### src/rtl/tmrc_params.svh
// Constants of the timer/counter with shared prescaler.
`ifndef TMRC_PARAMS_SVH
`define TMRC_PARAMS_SVH
`define TMRC_ADR_COUNT 4'h0
`define TMRC_ADR_OPTION 4'h1
`define TMRC_ADR_IRQCTL 4'h2
`define TMRC_ADR_STATUS 4'h3
`define TMRC_ADR_CLEAR 4'h4
`define TMRC_ADR_ENABLE 4'h5
`define TMRC_ADR_CTRL 4'h6
`define TMRC_OPT_SRC 5
`define TMRC_OPT_EDGE 4
`define TMRC_OPT_ASSIGN 3
`define TMRC_IRQ_ENABLE 5
`define TMRC_IRQ_FLAG 2
`define TMRC_OPT_RESET 8'hFF
`define TMRC_INHIBIT_CYCLES 2
`define TMRC_CYCLE_NS 200
`define TMRC_CLK_NS 20
`define TMRC_CYCLE_DIV (`TMRC_CYCLE_NS / `TMRC_CLK_NS)
`endif

### src/rtl/tmrc_pkg.sv
// Types shared by the timer/counter files.
package tmrc_pkg;
    typedef logic [7:0] tmrc_byte_t;
    typedef enum logic [1:0] {
        TMRC_RUN,
        TMRC_HOLD1,
        TMRC_HOLD2
    } tmrc_hold_e;
endpackage : tmrc_pkg

### src/rtl/tmrc_sync.sv
// Two-stage synchroniser with edge detection on the second stage.
`timescale 1ns/10ps
module tmrc_sync (
    input wire logic clk_i,
    input wire logic rst_i,
    input wire logic pin_i,
    output logic rise_o,
    output logic fall_o
);
    logic s1, s2, s3;
    logic next_s1, next_s2, next_s3;
    always_comb begin
        next_s1 = pin_i;
        next_s2 = s1;
        next_s3 = s2;
    end
    always_ff @(posedge clk_i) begin
        if (rst_i) begin
            s1 <= 1'b0;
            s2 <= 1'b0;
            s3 <= 1'b0;
        end else begin
            s1 <= next_s1;
            s2 <= next_s2;
            s3 <= next_s3;
        end
    end
    assign rise_o = s2 & ~s3;
    assign fall_o = ~s2 & s3;
endmodule : tmrc_sync

### src/rtl/tmrc_prescaler.sv
// Shared 8-bit prescaler; its count is never visible to software.
`timescale 1ns/10ps
module tmrc_prescaler #(
    parameter int WIDTH = 8
) (
    input wire logic clk_i,
    input wire logic rst_i,
    input wire logic tick_i,
    input wire logic clear_i,
    input wire logic [2:0] ratio_i,
    output logic tap_o
);
    import tmrc_pkg::*;
    initial begin
        if (WIDTH != 8) $error("prescaler width must be 8");
    end
    logic [WIDTH-1:0] cnt, next_cnt;
    logic [WIDTH-1:0] mask;
    always_comb begin
        mask = WIDTH'((1 << (32'(ratio_i) + 1)) - 1);
        next_cnt = cnt;
        tap_o = 1'b0;
        if (clear_i) begin
            next_cnt = '0;
        end else if (tick_i) begin
            next_cnt = cnt + 1'b1;
            tap_o = ((cnt & mask) == mask);
        end
    end
    always_ff @(posedge clk_i) begin
        if (rst_i) begin
            cnt <= '0;
        end else begin
            cnt <= next_cnt;
        end
    end
endmodule : tmrc_prescaler

### src/rtl/tmrc_timer.sv
// Timer/counter top with Wishbone register slave and overflow interrupt.
//
// Chosen here: the register addresses and the Wishbone register port.
`timescale 1ns/10ps
`include "tmrc_params.svh"
module tmrc_timer (
    input wire logic clk_i,
    input wire logic rst_i,
    input wire logic [3:0] wb_adr_i,
    input wire logic [31:0] wb_dat_i,
    input wire logic [3:0] wb_sel_i,
    input wire logic wb_we_i,
    input wire logic wb_cyc_i,
    input wire logic wb_stb_i,
    output logic [31:0] wb_dat_o,
    output logic wb_ack_o,
    input wire logic ext_count_pin_i,
    input wire logic sleep_i,
    input wire logic watchdog_clear_instr_i,
    output logic watchdog_tick_o,
    output logic irq_o
);
    import tmrc_pkg::*;
    initial begin
        if (`TMRC_CYCLE_DIV < 1) $error("cycle divider below one");
    end

    tmrc_pkg::tmrc_byte_t count_register, next_count_register;
    tmrc_pkg::tmrc_byte_t option_reg, next_option_reg;
    logic overflow_irq_enable, next_overflow_irq_enable;
    logic overflow_flag, next_overflow_flag;
    logic irq_en_mask, next_irq_en_mask;
    tmrc_pkg::tmrc_hold_e hold, next_hold;
    logic [3:0] div, next_div;
    logic [31:0] next_dat;
    logic next_ack, next_irq, next_wdt;
    logic cyc_tick, rise, fall, pin_edge, psc_tick, psc_tap, psc_clr;
    logic src_tick, inc, wr, rd, count_wr;
    logic count_source_select, count_edge_select, prescaler_assign;
    logic [2:0] prescale_ratio_field;

    function automatic logic hit(input logic [3:0] a, input logic [3:0] r);
        hit = (a == r);
    endfunction : hit

    assign count_source_select = option_reg[`TMRC_OPT_SRC];
    assign count_edge_select = option_reg[`TMRC_OPT_EDGE];
    assign prescaler_assign = option_reg[`TMRC_OPT_ASSIGN];
    assign prescale_ratio_field = option_reg[2:0];

    tmrc_sync u_sync (
        .clk_i(clk_i),
        .rst_i(rst_i),
        .pin_i(ext_count_pin_i),
        .rise_o(rise),
        .fall_o(fall)
    );

    // The instruction cycle is a divided enable; sleep freezes it.
    always_comb begin
        next_div = div;
        cyc_tick = 1'b0;
        if (!sleep_i) begin
            if (div == 4'(`TMRC_CYCLE_DIV - 1)) begin
                next_div = 4'h0;
                cyc_tick = 1'b1;
            end else begin
                next_div = div + 4'h1;
            end
        end
    end

    assign pin_edge = count_edge_select ? fall : rise;
    assign wr = wb_cyc_i & wb_stb_i & wb_we_i & ~wb_ack_o & wb_sel_i[0];
    assign rd = wb_cyc_i & wb_stb_i & ~wb_we_i & ~wb_ack_o;
    assign count_wr = wr & hit(wb_adr_i, `TMRC_ADR_COUNT);
    // One prescaler: the source feeding it depends on the assignment.
    assign src_tick = count_source_select ? (pin_edge & ~sleep_i)
                                          : cyc_tick;
    assign psc_tick = prescaler_assign ? cyc_tick : src_tick;
    assign psc_clr = prescaler_assign ? watchdog_clear_instr_i
                                      : count_wr;
    tmrc_prescaler #(.WIDTH(8)) u_psc (
        .clk_i(clk_i),
        .rst_i(rst_i),
        .tick_i(psc_tick),
        .clear_i(psc_clr),
        .ratio_i(prescale_ratio_field),
        .tap_o(psc_tap)
    );
    assign inc = prescaler_assign ? src_tick : psc_tap;

    // Writes to the count inhibit increment for two instruction cycles.
    always_comb begin
        next_hold = hold;
        next_count_register = count_register;
        next_overflow_flag = overflow_flag;
        if (count_wr) begin
            next_count_register = wb_dat_i[7:0];
            next_hold = TMRC_HOLD2;
        end else begin
            case (hold)
                TMRC_HOLD2: if (cyc_tick) next_hold = TMRC_HOLD1;
                TMRC_HOLD1: if (cyc_tick) next_hold = TMRC_RUN;
                TMRC_RUN: begin
                    if (inc) begin
                        next_count_register = count_register + 8'h01;
                        if (count_register == 8'hFF) begin
                            next_overflow_flag = 1'b1;
                        end
                    end
                end
                default: next_hold = TMRC_RUN;
            endcase
        end
        // Set wins over a clear in the same cycle.
        if (!(inc && hold == TMRC_RUN && !count_wr &&
              count_register == 8'hFF)) begin
            if (wr && hit(wb_adr_i, `TMRC_ADR_IRQCTL)) begin
                next_overflow_flag = wb_dat_i[`TMRC_IRQ_FLAG];
            end else if (wr && hit(wb_adr_i, `TMRC_ADR_CLEAR) &&
                         wb_dat_i[0]) begin
                next_overflow_flag = 1'b0;
            end
        end
    end

    always_comb begin
        next_option_reg = option_reg;
        next_overflow_irq_enable = overflow_irq_enable;
        next_irq_en_mask = irq_en_mask;
        if (wr && hit(wb_adr_i, `TMRC_ADR_OPTION)) begin
            next_option_reg = wb_dat_i[7:0];
        end
        if (wr && hit(wb_adr_i, `TMRC_ADR_IRQCTL)) begin
            next_overflow_irq_enable = wb_dat_i[`TMRC_IRQ_ENABLE];
        end
        if (wr && hit(wb_adr_i, `TMRC_ADR_ENABLE)) begin
            next_irq_en_mask = wb_dat_i[0];
        end
        next_ack = wb_cyc_i & wb_stb_i & ~wb_ack_o;
        next_dat = 32'h00000000;
        if (rd) begin
            case (wb_adr_i)
                `TMRC_ADR_COUNT: next_dat[7:0] = count_register;
                `TMRC_ADR_OPTION: next_dat[7:0] = option_reg;
                `TMRC_ADR_IRQCTL: begin
                    next_dat[`TMRC_IRQ_ENABLE] = overflow_irq_enable;
                    next_dat[`TMRC_IRQ_FLAG] = overflow_flag;
                end
                `TMRC_ADR_STATUS: next_dat[0] = overflow_flag;
                `TMRC_ADR_ENABLE: next_dat[0] = irq_en_mask;
                default: next_dat = 32'h00000000;
            endcase
        end
        next_irq = next_overflow_flag & next_overflow_irq_enable
                 & next_irq_en_mask;
        next_wdt = prescaler_assign ? psc_tap : cyc_tick;
    end

    always_ff @(posedge clk_i) begin
        if (rst_i) begin
            count_register <= 8'h00;
            option_reg <= `TMRC_OPT_RESET;
            overflow_irq_enable <= 1'b0;
            overflow_flag <= 1'b0;
            irq_en_mask <= 1'b1;
            hold <= TMRC_RUN;
            div <= 4'h0;
            wb_dat_o <= 32'h00000000;
            wb_ack_o <= 1'b0;
            irq_o <= 1'b0;
            watchdog_tick_o <= 1'b0;
        end else begin
            count_register <= next_count_register;
            option_reg <= next_option_reg;
            overflow_irq_enable <= next_overflow_irq_enable;
            overflow_flag <= next_overflow_flag;
            irq_en_mask <= next_irq_en_mask;
            hold <= next_hold;
            div <= next_div;
            wb_dat_o <= next_dat;
            wb_ack_o <= next_ack;
            irq_o <= next_irq;
            watchdog_tick_o <= next_wdt;
        end
    end

    a_ovf_sets_flag: assert property (@(posedge clk_i) disable iff (rst_i)
        (inc && hold == TMRC_RUN && !count_wr && count_register == 8'hFF)
        |=> overflow_flag && count_register == 8'h00)
        else $error("overflow did not set flag");
    a_irq_gated: assert property (@(posedge clk_i) disable iff (rst_i)
        irq_o |-> $past(next_overflow_irq_enable))
        else $error("irq without enable");
    a_write_holds: assert property (@(posedge clk_i) disable iff (rst_i)
        count_wr |=> hold == TMRC_HOLD2)
        else $error("write did not hold counting");
    a_sleep_stops: assert property (@(posedge clk_i) disable iff (rst_i)
        sleep_i |-> !cyc_tick)
        else $error("timer ran in sleep");
    a_timer_step: assert property (@(posedge clk_i) disable iff (rst_i)
        (prescaler_assign && !count_source_select && cyc_tick &&
         hold == TMRC_RUN && !count_wr)
        |=> count_register == $past(count_register) + 8'h01)
        else $error("timer did not step");
    a_ack_one: assert property (@(posedge clk_i) disable iff (rst_i)
        wb_ack_o |=> !wb_ack_o)
        else $error("ack longer than one cycle");
    a_hw_no_clear: assert property (@(posedge clk_i) disable iff (rst_i)
        $fell(overflow_flag) |-> $past(wr))
        else $error("hardware cleared flag");
    a_pin_no_time: assert property (@(posedge clk_i) disable iff (rst_i)
        (count_source_select && prescaler_assign && !pin_edge)
        |-> !inc)
        else $error("counter stepped without edge");

    // A timer-side count write must restart the ratio from zero.
    a_psc_clr_timer: assert property (@(posedge clk_i) disable iff (rst_i)
        (!prescaler_assign && count_wr) |=> u_psc.cnt == 8'h00)
        else $error("count write left prescaler running");

    a_psc_clr_wdog: assert property (@(posedge clk_i) disable iff (rst_i)
        (prescaler_assign && watchdog_clear_instr_i) |=> u_psc.cnt == 8'h00)
        else $error("watchdog clear left prescaler running");

    a_wdog_raw_tick: assert property (@(posedge clk_i) disable iff (rst_i)
        (!prescaler_assign && !cyc_tick) |=> !watchdog_tick_o)
        else $error("watchdog ticked without a cycle");

    a_wdog_tap_only: assert property (@(posedge clk_i) disable iff (rst_i)
        (prescaler_assign && !psc_tap) |=> !watchdog_tick_o)
        else $error("watchdog ticked without prescaler tap");

    // Without a tap the count must not move when the timer owns the scaler.
    a_psc_gates_step: assert property (@(posedge clk_i) disable iff (rst_i)
        (!prescaler_assign && !count_wr && !psc_tap) |=> $stable(count_register))
        else $error("count stepped without prescaler tap");

    a_edge_rise: assert property (@(posedge clk_i) disable iff (rst_i)
        (count_source_select && !count_edge_select && prescaler_assign &&
         hold == TMRC_RUN && !count_wr && !sleep_i && rise)
        |=> count_register == $past(count_register) + 8'h01)
        else $error("rising edge not counted");

    a_edge_fall: assert property (@(posedge clk_i) disable iff (rst_i)
        (count_source_select && count_edge_select && prescaler_assign &&
         hold == TMRC_RUN && !count_wr && !sleep_i && fall)
        |=> count_register == $past(count_register) + 8'h01)
        else $error("falling edge not counted");

    a_unmapped_zero: assert property (@(posedge clk_i) disable iff (rst_i)
        (rd && wb_adr_i >= 4'h6) |=> wb_dat_o == 32'h00000000)
        else $error("unmapped index returned data");

    a_ack_next: assert property (@(posedge clk_i) disable iff (rst_i)
        (wb_cyc_i && wb_stb_i && !wb_ack_o) |=> wb_ack_o)
        else $error("ack not given in next cycle");

    a_option_write: assert property (@(posedge clk_i) disable iff (rst_i)
        (wr && wb_adr_i == `TMRC_ADR_OPTION)
        |=> option_reg == $past(wb_dat_i[7:0]))
        else $error("option write lost");

    // The flag is sticky: only a bus write may take it down.
    a_flag_sticky: assert property (@(posedge clk_i) disable iff (rst_i)
        (overflow_flag && !wr) |=> overflow_flag)
        else $error("flag dropped without a write");

    a_hold_release: assert property (@(posedge clk_i) disable iff (rst_i)
        (hold == TMRC_HOLD1 && cyc_tick && !count_wr) |=> hold == TMRC_RUN)
        else $error("hold did not release");

    a_irq_needs_flag: assert property (@(posedge clk_i) disable iff (rst_i)
        irq_o |-> overflow_flag)
        else $error("irq without flag");

    // An edge seen inside must be two clocks old at the pin.
    a_sync_delay: assert property (@(posedge clk_i) disable iff (rst_i)
        rise |-> $past(ext_count_pin_i, 2) && !$past(ext_count_pin_i, 3))
        else $error("edge not taken from second stage");

    c_sleep_count: cover property (@(posedge clk_i)
        sleep_i && count_source_select && rise);
    c_wdog_clear: cover property (@(posedge clk_i)
        prescaler_assign && watchdog_clear_instr_i);
    c_overflow: cover property (@(posedge clk_i) $rose(overflow_flag));
    c_irq: cover property (@(posedge clk_i) $rose(irq_o));
    c_write: cover property (@(posedge clk_i) count_wr);
endmodule : tmrc_timer

### config.mk
export PLATFORM = sky130hd
export DESIGN_NAME = tmrc_timer
export DESIGN_NICKNAME = d
export VERILOG_FILES = /design/src/rtl/tmrc_pkg.sv /design/src/rtl/tmrc_sync.sv /design/src/rtl/tmrc_prescaler.sv /design/src/rtl/tmrc_timer.sv
export VERILOG_INCLUDE_DIRS = /design/src /design/src/rtl
export SDC_FILE = /design/constraint.sdc
export NUM_CORES = 1
export LEC_CHECK = 0
export BUFFER_PORTS_ARGS = -buffer_cell sky130_fd_sc_hd__buf_2
export CELL_PAD_IN_SITES_DETAIL_PLACEMENT = 1
export CELL_PAD_IN_SITES_GLOBAL_PLACEMENT = 2
export CORE_MARGIN = 1
export CORE_UTILIZATION = 29
export DETAILED_ROUTE_END_ITERATION = 7
export PLACE_DENSITY_LB_ADDON = 0.1
export SYNTH_ARGS = -nofsm -noshare
export SYNTH_HDL_FRONTEND = slang
export SYNTH_HIERARCHICAL = 1
export SYNTH_SLANG_ARGS = --single-unit
### constraint.sdc
create_clock -name clk_i -period 4.1 [get_ports clk_i]
set_clock_uncertainty 0.05 [all_clocks]
set_input_delay 0.615 -clock clk_i [delete_from_list [all_inputs] [get_ports clk_i]]
set_output_delay 0.615 -clock clk_i [all_outputs]
set_load 0.05 [all_outputs]
==> metrics.txt, run 1 <==
synth warn=6; Final setup viols=0; gpl congestion=0.766; Syn Area/Cell=8.60 µm²; Power Dens Cells=311 mW/mm²; CTS tree=yes; PostCTS Resize Cnt=0; Clock Latency Late Sink=300 ps; fin crit share=0.893; CP Max Fanout=7; Site Rows=33; number of synthesized flops with an enable pin=0; worst rel slew slack=0.556; IR drop worst, VDD=0.000108 V; CP Capture Type=register; largest family of logic cells by synthesized area=simple AND/OR/NAND/NOR gates; Worst Setup Start Kind=input port; post-synthesis compound-gate area fraction=0.142; total gr overflow=0; Vias=2059; CORE AREA=0.00838 mm²; Post-CTS Hold Buffers=0; Initial DRC Count=55; vias in the first global route=1951; TritonCTS Sinks=47; ANT cells=0; xor/xnor share of the synthesized area=0.0443; Pleak=1.12 nW; net load switching power=0.248 mW; initial core utilization=0.307; H-tree Lvls=2; I/O pin count=83; synth top area cells=dfxtp_1 (37%), buf_4 (7.0%), nor2b_1 (5.8%), nor2_1 (5.5%), mux2i_1 (5.1%); WHS=403 ps; Pint=0.639 mW; Comb power frac=0.123; CP required=4260 ps; die width=96.2 µm; die area=0.00925 mm²; worst path arrival time=3820 ps; Vias/cell=4.73; DRC=0; Sw Share=0.280; Flop pwr share=0.525; clock power share=0.352; Max Cap Viol=0; Post-Syn Area=0.00257 mm²; ys flop type=dfxtp_1; post-synth top area share=0.366; Final ANT Viol Nets=0; # port buffers=31; clk root buf=clkbuf_8; Die Y=96.2 µm; Nets=380; post-synthesis adder-cell area fraction=0.0146; post-route cell area=0.00285 mm²; synth unique cells=53; Placed Area=0.00275 mm²; setup_tns=0 ps; Final min period=3660 ps; final slew viol count=0; Peak Freq=0.273 GHz; gr usage total=0.147; dominant cell type by area after synthesis=dfxtp_1; slew of the pin with the lowest slew margin=666 ps; 1st-pass router iterations=4; Reg clk slew, reported paths=90 ps; Cells after Synth=299; worst hold path type=register to register; Synth Area in Simple Gates=0.278; Tot Pwr=0.888 mW; largest net degree at the start of global routing=34; initial antenna violation count=0; RSZ-0062 raised after global routing=false; layout cell share with drive strength beyond 1=0.167; DP HPWL=4640 µm; Filler Cell Count=1029; Seq cells post-synth=47; Layout area overhead=10.9%; CP Class=input port to register; Final Hold Fails=0; Setup Fix Bufs, Post-CTS=0; Seq/Total Area, Yosys=0.366; status=completed; mux cell area share after synthesis=0.0550; global-route wire length before repair=10200 µm; Async SR Flop Fraction=0; final WL=6390 µm; WL/cell=14.7 µm; Num CTS Buffers=5; CTS max path bufs=2
[cell usage after synthesis, types with 2 or more instances]
master,number
nand3_1,6
a211o_1,8
dfxtp_1,47
nor3b_1,2
a31oi_1,2
nor2_2,2
xnor2_1,4
nand4_1,4
nor2b_1,24
conb_1,2
a21oi_1,11
o211ai_1,4
nand2_1,13
buf_4,24
inv_1,6
nand2b_1,5
buf_1,2
mux2i_1,13
o21ai_0,12
and3_1,2
ha_1,3
buf_2,3
or2_2,2
a211oi_1,7
nor2_1,38
xor2_1,9
or3_1,5
nor3_1,5
nand3b_1,3
clkbuf_1,6
nor4_4,2
nand4b_1,2
[critical path: stages]
cell and delay, ps:
buf_2 120, nand2b_4 170, or3_2 520, o21ai_0 300, nand3b_1 140, a2111o_1 370
a2111oi_2 380, nor2_1 170, nor2_2 140, nand3_1 100, or4b_1 520, a311oi_1 270
[logic make-up after synthesis]
| family | Yosys count |
|---|---|
| xor+xnor | 13 |
| fa+ha+maj | 3 |
| simple gates | 125 |
| mux | 14 |
| other cells | 2 |
| compound gates | 53 |
| buf+inv | 42 |
| flops | 47 |
[metal layers]
metal  track usage  vias up  share of wire
met5             0        -              0
met4        0.0373        0         0.0067
met3        0.0308        4          0.021
met1         0.209      983           0.53
li1              -     1046              -
met2         0.225       26           0.44
[per-stage QoR]
stage                     worst slack [ps]  std cells   util
final                                  440        435  0.340
after global routing                   249        435  0.340
after CTS                              503        435  0.340
after detailed placement               189        427  0.328
after global placement                 202        427  0.328
after floorplan                        421        322      -
[power by group through the flow]
stage	Clock (mW)	Combinational, mW	Sequential (mW)
floorplan	0	0.100	0.478
global placement	0	0.109	0.477
detailed placement	0	0.109	0.477
CTS	0.332	0.110	0.466
global route	0.348	0.118	0.467
finish	0.313	0.109	0.466
[layout by cell type, fill, tap and decap left out, drive strengths merged, types with 2 or more instances in the layout]
master,instances
a211o,8
inv,6
mux2i,13
buf,36
xnor2,4
dfxtp,47
xor2,9
o211ai,4
nor2b,24
and3,2
nand4,4
nand2,13
nor3b,2
nand3b,3
ha,3
a211oi,7
nand4b,2
a21oi,11
nor4,3
nand3,6
or3,6
clkbuf,8
a31oi,2
nor2,41
conb,25
o21ai,13
or2,3
nand2b,6
nor3,5
[path summary, 6_finish.rpt]
check,start,endpoint,slack (ps),depth (start not counted)
hold reg to reg,u_sync/next_s2$_SDFF_PP0_,u_sync/next_s3$_SDFF_PP0_,400,1
setup reg to reg,div[2]$_SDFFE_PP0N_,count_register[7]$_SDFFE_PP0P_,550,11
setup / recovery,sleep_i,count_register[7]$_SDFFE_PP0P_,440,12
hold / removal,u_sync/next_s2$_SDFF_PP0_,u_sync/next_s3$_SDFF_PP0_,400,1
[area by class of cell]
| cell class | count | area [µm²] | share of cell area |
|---|---|---|---|
| inverters | 6 | 22.5 | 0.00789 |
| repair buffers | 36 | 193 | 0.0675 |
| clock buffers | 8 | 100 | 0.0351 |
| flip-flops and latches | 47 | 941 | 0.330 |
| well taps | 105 | 131 | 0.0461 |
| multi-input cells | 233 | 1470 | 0.514 |
(Power assumes the default switching activity.)
==> run 2, diff against run 1 <==
--- a/config.mk
+++ b/config.mk
@@ -12,7 +12,7 @@
 export CORE_MARGIN = 1
 export CORE_UTILIZATION = 29
 export DETAILED_ROUTE_END_ITERATION = 7
-export PLACE_DENSITY_LB_ADDON = 0.1
+export PLACE_DENSITY = 0.82
 export SYNTH_ARGS = -nofsm -noshare
 export SYNTH_HDL_FRONTEND = slang
 export SYNTH_HIERARCHICAL = 1
==> run 2 against run 1 <==
Net effect: worst setup slack better by 100 ps; global-route usage shrank 0.92 points; utilization down 0.31 points; combinational power barely moved; die area stayed put; sequential power hardly changed; clock power down 13%; count of clock-buffer cells in the layout decreased by 1; register-to-register slack improved by 110 ps; critical endpoint unchanged; sequential share of layout area rose by 0.31 points; via count is 0.73% lower.
==> metrics.txt, run 2 (synthesis results as in run 1) <==
status=completed; DP Cell Count=426 (-0.23%); die area=0.00925 mm² (unchanged); H-tree Lvls=2 (unchanged); final WL=5800 µm (-9.2%); RSZ-0062 raised after global routing=false; CTS max path bufs=2 (unchanged); setup_tns=0 ps (unchanged); gpl congestion=0.739 (-3.5%); # port buffers=31 (unchanged); Clock Latency Late Sink=300 ps (about the same); Buffers & Inverters on Critical Path=1 (unchanged); die width=96.2 µm (unchanged); Layout area overhead=9.87%; Vias/cell=4.71 (-0.50%); critical path, cell by cell=buf_2, nand2b_4, or3_2, o21ai_0, nand3b_1, a2111o_1, a2111oi_2, nor2_1, nor2_2, nand3_1, or4b_1, a311oi_1; CP required=4250 ps (about the same); Nets=379 (-0.26%); worst hold path type=register to register; initial antenna violation count=0 (unchanged); Peak Freq=0.281 GHz (+2.8%); TritonCTS Sinks=47 (unchanged); slew of the pin with the lowest slew margin=873 ps (+207 ps); total gr overflow=0 (unchanged); WL/cell=13.4 µm (-9.0%); CP Class=input port to register; clk root buf=clkbuf_8; Die Y=96.2 µm (unchanged); DRC=0 (unchanged); final std cells w/o fill=434 (-0.23%); initial core utilization=0.307 (unchanged); largest net degree at the start of global routing=34 (unchanged); vias in the first global route=2076 (+6.4%); worst path arrival time=3710 ps (-110 ps); Final min period=3560 ps (-100 ps); Crit path max-delay family=simple AND/OR/NAND/NOR gates; CTS tree=yes; CP Max Fanout=7 (unchanged); most frequent cells in the layout=dfxtp_1 (47), nor2_1 (38), buf_2 (31); Worst Setup Start Kind=input port; layout cell share with drive strength beyond 1=0.161 (-0.00557); Filler Cell Count=1015 (-1.4%); worst rel slew slack=0.413 (-0.142); final slew viol count=0 (unchanged); Initial DRC Count=69 (+25%); Max Cap Viol=0 (unchanged); global-route wire length before repair=9780 µm (-3.8%); crit-path max cell delay=520 ps (about the same); Site Rows=33 (unchanged); Post-CTS Hold Buffers=0 (unchanged); CP Capture Type=register; I/O pin count=83 (unchanged); Setup Fix Bufs, Post-CTS=0 (unchanged); IR drop worst, VDD=0.000130 V (+20%); Final ANT Viol Nets=0 (unchanged); slowest cell on the critical path=or3_2; Pleak=1.11 nW (-1.3%); CORE AREA=0.00838 mm² (unchanged); gr usage total=0.138 (-0.00921); Reg clk slew, reported paths=80 ps (about the same); Final Hold Fails=0 (unchanged); DP HPWL=4360 µm (-6.1%); Power Dens Cells=300 mW/mm² (-3.6%); Reg2Reg Setup Slack=660 ps (+110 ps); Vias=2044 (-0.73%); most common cell after layout, fill and taps aside=dfxtp_1; Num CTS Buffers=5 (unchanged); fin crit share=0.868 (-0.0245); 1st-pass router iterations=4 (unchanged); Final setup viols=0 (unchanged); PostCTS Resize Cnt=0 (unchanged); ANT cells=0 (unchanged)
run 2: cell types whose count changed in the layout (fill, tap and decap cells not counted):
| cell | before | now |
|---|---|---|
| clkbuf_8 | 7 | 5 |
| buf_4 | 5 | 4 |
| clkbuf_1 | 1 | 2 |
| clkinv_2 | 0 | 1 |
run 2: report_power, final:
group / internal [mW] / leakage (nW) / total (mW) / switching (mW)
Sequential: 0.461 / 0.380 / 0.466 / 0.00505
Clock: 0.120 / 0.0422 / 0.273 / 0.153
Combinational: 0.0243 / 0.686 / 0.109 / 0.0847
run 2: layout make-up:
class,instances,area (µm²),area share
multi-input cells,233,1470,0.518
clock buffers,7,76.3,0.0270
well taps,105,131,0.0465
repair buffers,35,185,0.0655
inverters,6,22.5,0.00797
flip-flops and latches,47,941,0.333
clock inverters,1,5.00,0.00177
run 2: per-stage QoR:
step / area (µm²) / setup WS, ps / power (mW) / util / hold slack [ps]
finish: 2830 / 540 / 0.848 / 0.337 / 410
global route: 2830 / 356 / 0.894 / 0.337 / 432
CTS: 2830 / 556 / 0.862 / 0.337 / 408
detailed placement: 2750 / 248 / 0.586 / 0.328 / 387
global placement: 2750 / 260 / 0.584 / 0.328 / 371
floorplan: 2660 / 421 / 0.578 / - / 364
run 2: final timing paths:
path         cells past startpoint                       from                             end
max                             12                    sleep_i  count_register[7]$_SDFFE_PP0P_
min                              1  u_sync/next_s2$_SDFF_PP0_       u_sync/next_s3$_SDFF_PP0_
max reg2reg                     11        div[2]$_SDFFE_PP0N_  count_register[7]$_SDFFE_PP0P_
min reg2reg                      1  u_sync/next_s2$_SDFF_PP0_       u_sync/next_s3$_SDFF_PP0_
run 2: metal layers:
| layer | vias to the layer above | track usage | wire [µm] |
|---|---|---|---|
| met5 | - | 0 | 0 |
| met4 | 0 | 0.0410 | 57 |
| met3 | 5 | 0.0213 | 146 |
| met2 | 35 | 0.237 | 2720 |
| met1 | 962 | 0.177 | 2870 |
| li1 | 1042 | - | - |
==> run 3, diff against run 2 <==
--- a/config.mk
+++ b/config.mk
@@ -12,6 +12,7 @@
 export CORE_MARGIN = 1
 export CORE_UTILIZATION = 29
 export DETAILED_ROUTE_END_ITERATION = 7
+export MAX_ROUTING_LAYER = met4
 export PLACE_DENSITY = 0.82
 export SYNTH_ARGS = -nofsm -noshare
 export SYNTH_HDL_FRONTEND = slang
==> run 3 against run 2 <==
Net effect: critical path depth is the same; power is essentially flat; wire length shrank 0.26%; final area is the same; register-to-register slack is essentially flat; global-route usage grew 0.40 points; sequential power is essentially flat; non-clock buffer count is the same; die area is the same; flip-flop and latch count is the same; first-iteration DRC count shrank 35%; combinational power is essentially flat; critical path type unchanged.
==> metrics.txt, run 3 (synthesis results as in run 1) <==
status=completed; Final min period=3540 ps (-14.7 ps); PostCTS Resize Cnt=0 (unchanged); Post-CTS Hold Buffers=0 (unchanged); Die Y=96.2 µm (unchanged); Max Cap Viol=0 (unchanged); layout cell share with drive strength beyond 1=0.161 (unchanged); final WL=5780 µm (-0.26%); Filler Cell Count=1015 (unchanged); WL/cell=13.3 µm (-0.26%); CORE AREA=0.00838 mm² (unchanged); total gr overflow=0 (unchanged); RR Startpoint=div[2]$_SDFFE_PP0N_; Layout area overhead=9.87% (unchanged); Worst Setup Start Kind=input port; Reg clk slew, reported paths=80 ps (about the same); Clock Latency Late Sink=300 ps (about the same); Pleak=1.11 nW (unchanged); Site Rows=33 (unchanged); Final Hold Fails=0 (unchanged); gpl congestion=0.748 (+1.2%); Worst Min Path Start=u_sync/next_s2$_SDFF_PP0_; I/O pin count=83 (unchanged); DP HPWL=4360 µm (unchanged); Vias/cell=4.70 (-0.15%); most common cell after layout, fill and taps aside=dfxtp_1; final slew viol count=0 (unchanged); CTS max path bufs=2 (unchanged); H-tree Lvls=2 (unchanged); crit path from=sleep_i; Num CTS Buffers=5 (unchanged); Peak Freq=0.282 GHz (+0.41%); worst hold path type=register to register; fin crit share=0.865 (-0.00358); initial core utilization=0.307 (unchanged); global-route wire length before repair=9800 µm (+0.21%); Final ANT Viol Nets=0 (unchanged); ANT cells=0 (unchanged); Nets=379 (unchanged); largest net degree at the start of global routing=34 (unchanged); CP Max Fanout=7 (unchanged); # port buffers=31 (unchanged); CP Class=input port to register; Power Dens Cells=300 mW/mm² (about the same); RSZ-0062 raised after global routing=false; Final setup viols=0 (unchanged); clk root buf=clkbuf_8; post-route cell area=0.00283 mm² (unchanged); gr usage total=0.142 (+0.00395); worst path arrival time=3700 ps (about the same); vias in the first global route=2066 (-0.48%); die area=0.00925 mm² (unchanged); slew of the pin with the lowest slew margin=898 ps (+24.3 ps); Layout Utilization=0.337 (unchanged); worst rel slew slack=0.397 (-0.0163); Setup Fix Bufs, Post-CTS=0 (unchanged); CP Capture Type=register; Initial DRC Count=45 (-35%); Placed Area=0.00275 mm² (unchanged); IR drop worst, VDD=0.000130 V (about the same); die width=96.2 µm (unchanged); initial antenna violation count=0 (unchanged); CP required=4250 ps (about the same); setup_tns=0 ps (unchanged); Tot Pwr=0.847 mW (about the same); most frequent cells in the layout=dfxtp_1 (47), nor2_1 (38), buf_2 (31); CTS tree=yes; TritonCTS Sinks=47 (unchanged); 1st-pass router iterations=4 (unchanged); DRC=0 (unchanged); Vias=2041 (-0.15%)
-- run 3: cell counts in the layout (fill, tap and decap cells not counted) --
No cell type changed its count.
-- run 3: layout make-up --
class,instances,area [µm²],area share
Clock buffer,7,76.3,0.0270
Inverter,6,22.5,0.00797
Timing Repair Buffer,35,185,0.0655
Multi-Input combinational cell,233,1470,0.518
Clock inverter,1,5.00,0.00177
Sequential cell,47,941,0.333
Tap cell,105,131,0.0465
-- run 3: path summary, 6_finish.rpt --
check | end | slack (ps) | depth (start not counted)
worst max-delay path | count_register[7]$_SDFFE_PP0P_ | 560 | 12
worst min-delay path | u_sync/next_s3$_SDFF_PP0_ | 410 | 1
worst max register to register | count_register[7]$_SDFFE_PP0P_ | 670 | 11
worst min register to register | u_sync/next_s3$_SDFF_PP0_ | 410 | 1
-- run 3: worst max-delay path: stages --
cell       delay [ps]
buf_2             130
nand2b_4          180
or3_2             520
o21ai_0           270
nand3b_1          110
a2111o_1          360
a2111oi_2         350
nor2_1            140
nor2_2            130
nand3_1           110
or4b_1            500
a311oi_1          270
-- run 3: routing by layer --
layer | routed length, µm | track usage | vias up
met5 | 0 | - | -
met4 | 44 | 0.0410 | 0
met3 | 145 | 0.0213 | 6
met2 | 2700 | 0.236 | 37
met1 | 2890 | 0.177 | 954
li1 | - | - | 1044
-- run 3: power breakdown --
part / internal [mW] / switching (mW) / total (mW)
Combinational: 0.0243 / 0.0846 / 0.109
Clock: 0.120 / 0.152 / 0.272
Sequential: 0.461 / 0.00504 / 0.466
-- run 3: stage by stage --
step,hold WS (ps),std cells,worst slack (ps)
6_report,409,434,555
5_1_grt,432,434,356
4_1_cts,408,434,556
3_5_place_dp,387,426,248
3_3_place_gp,371,426,260
2_1_floorplan,364,322,421
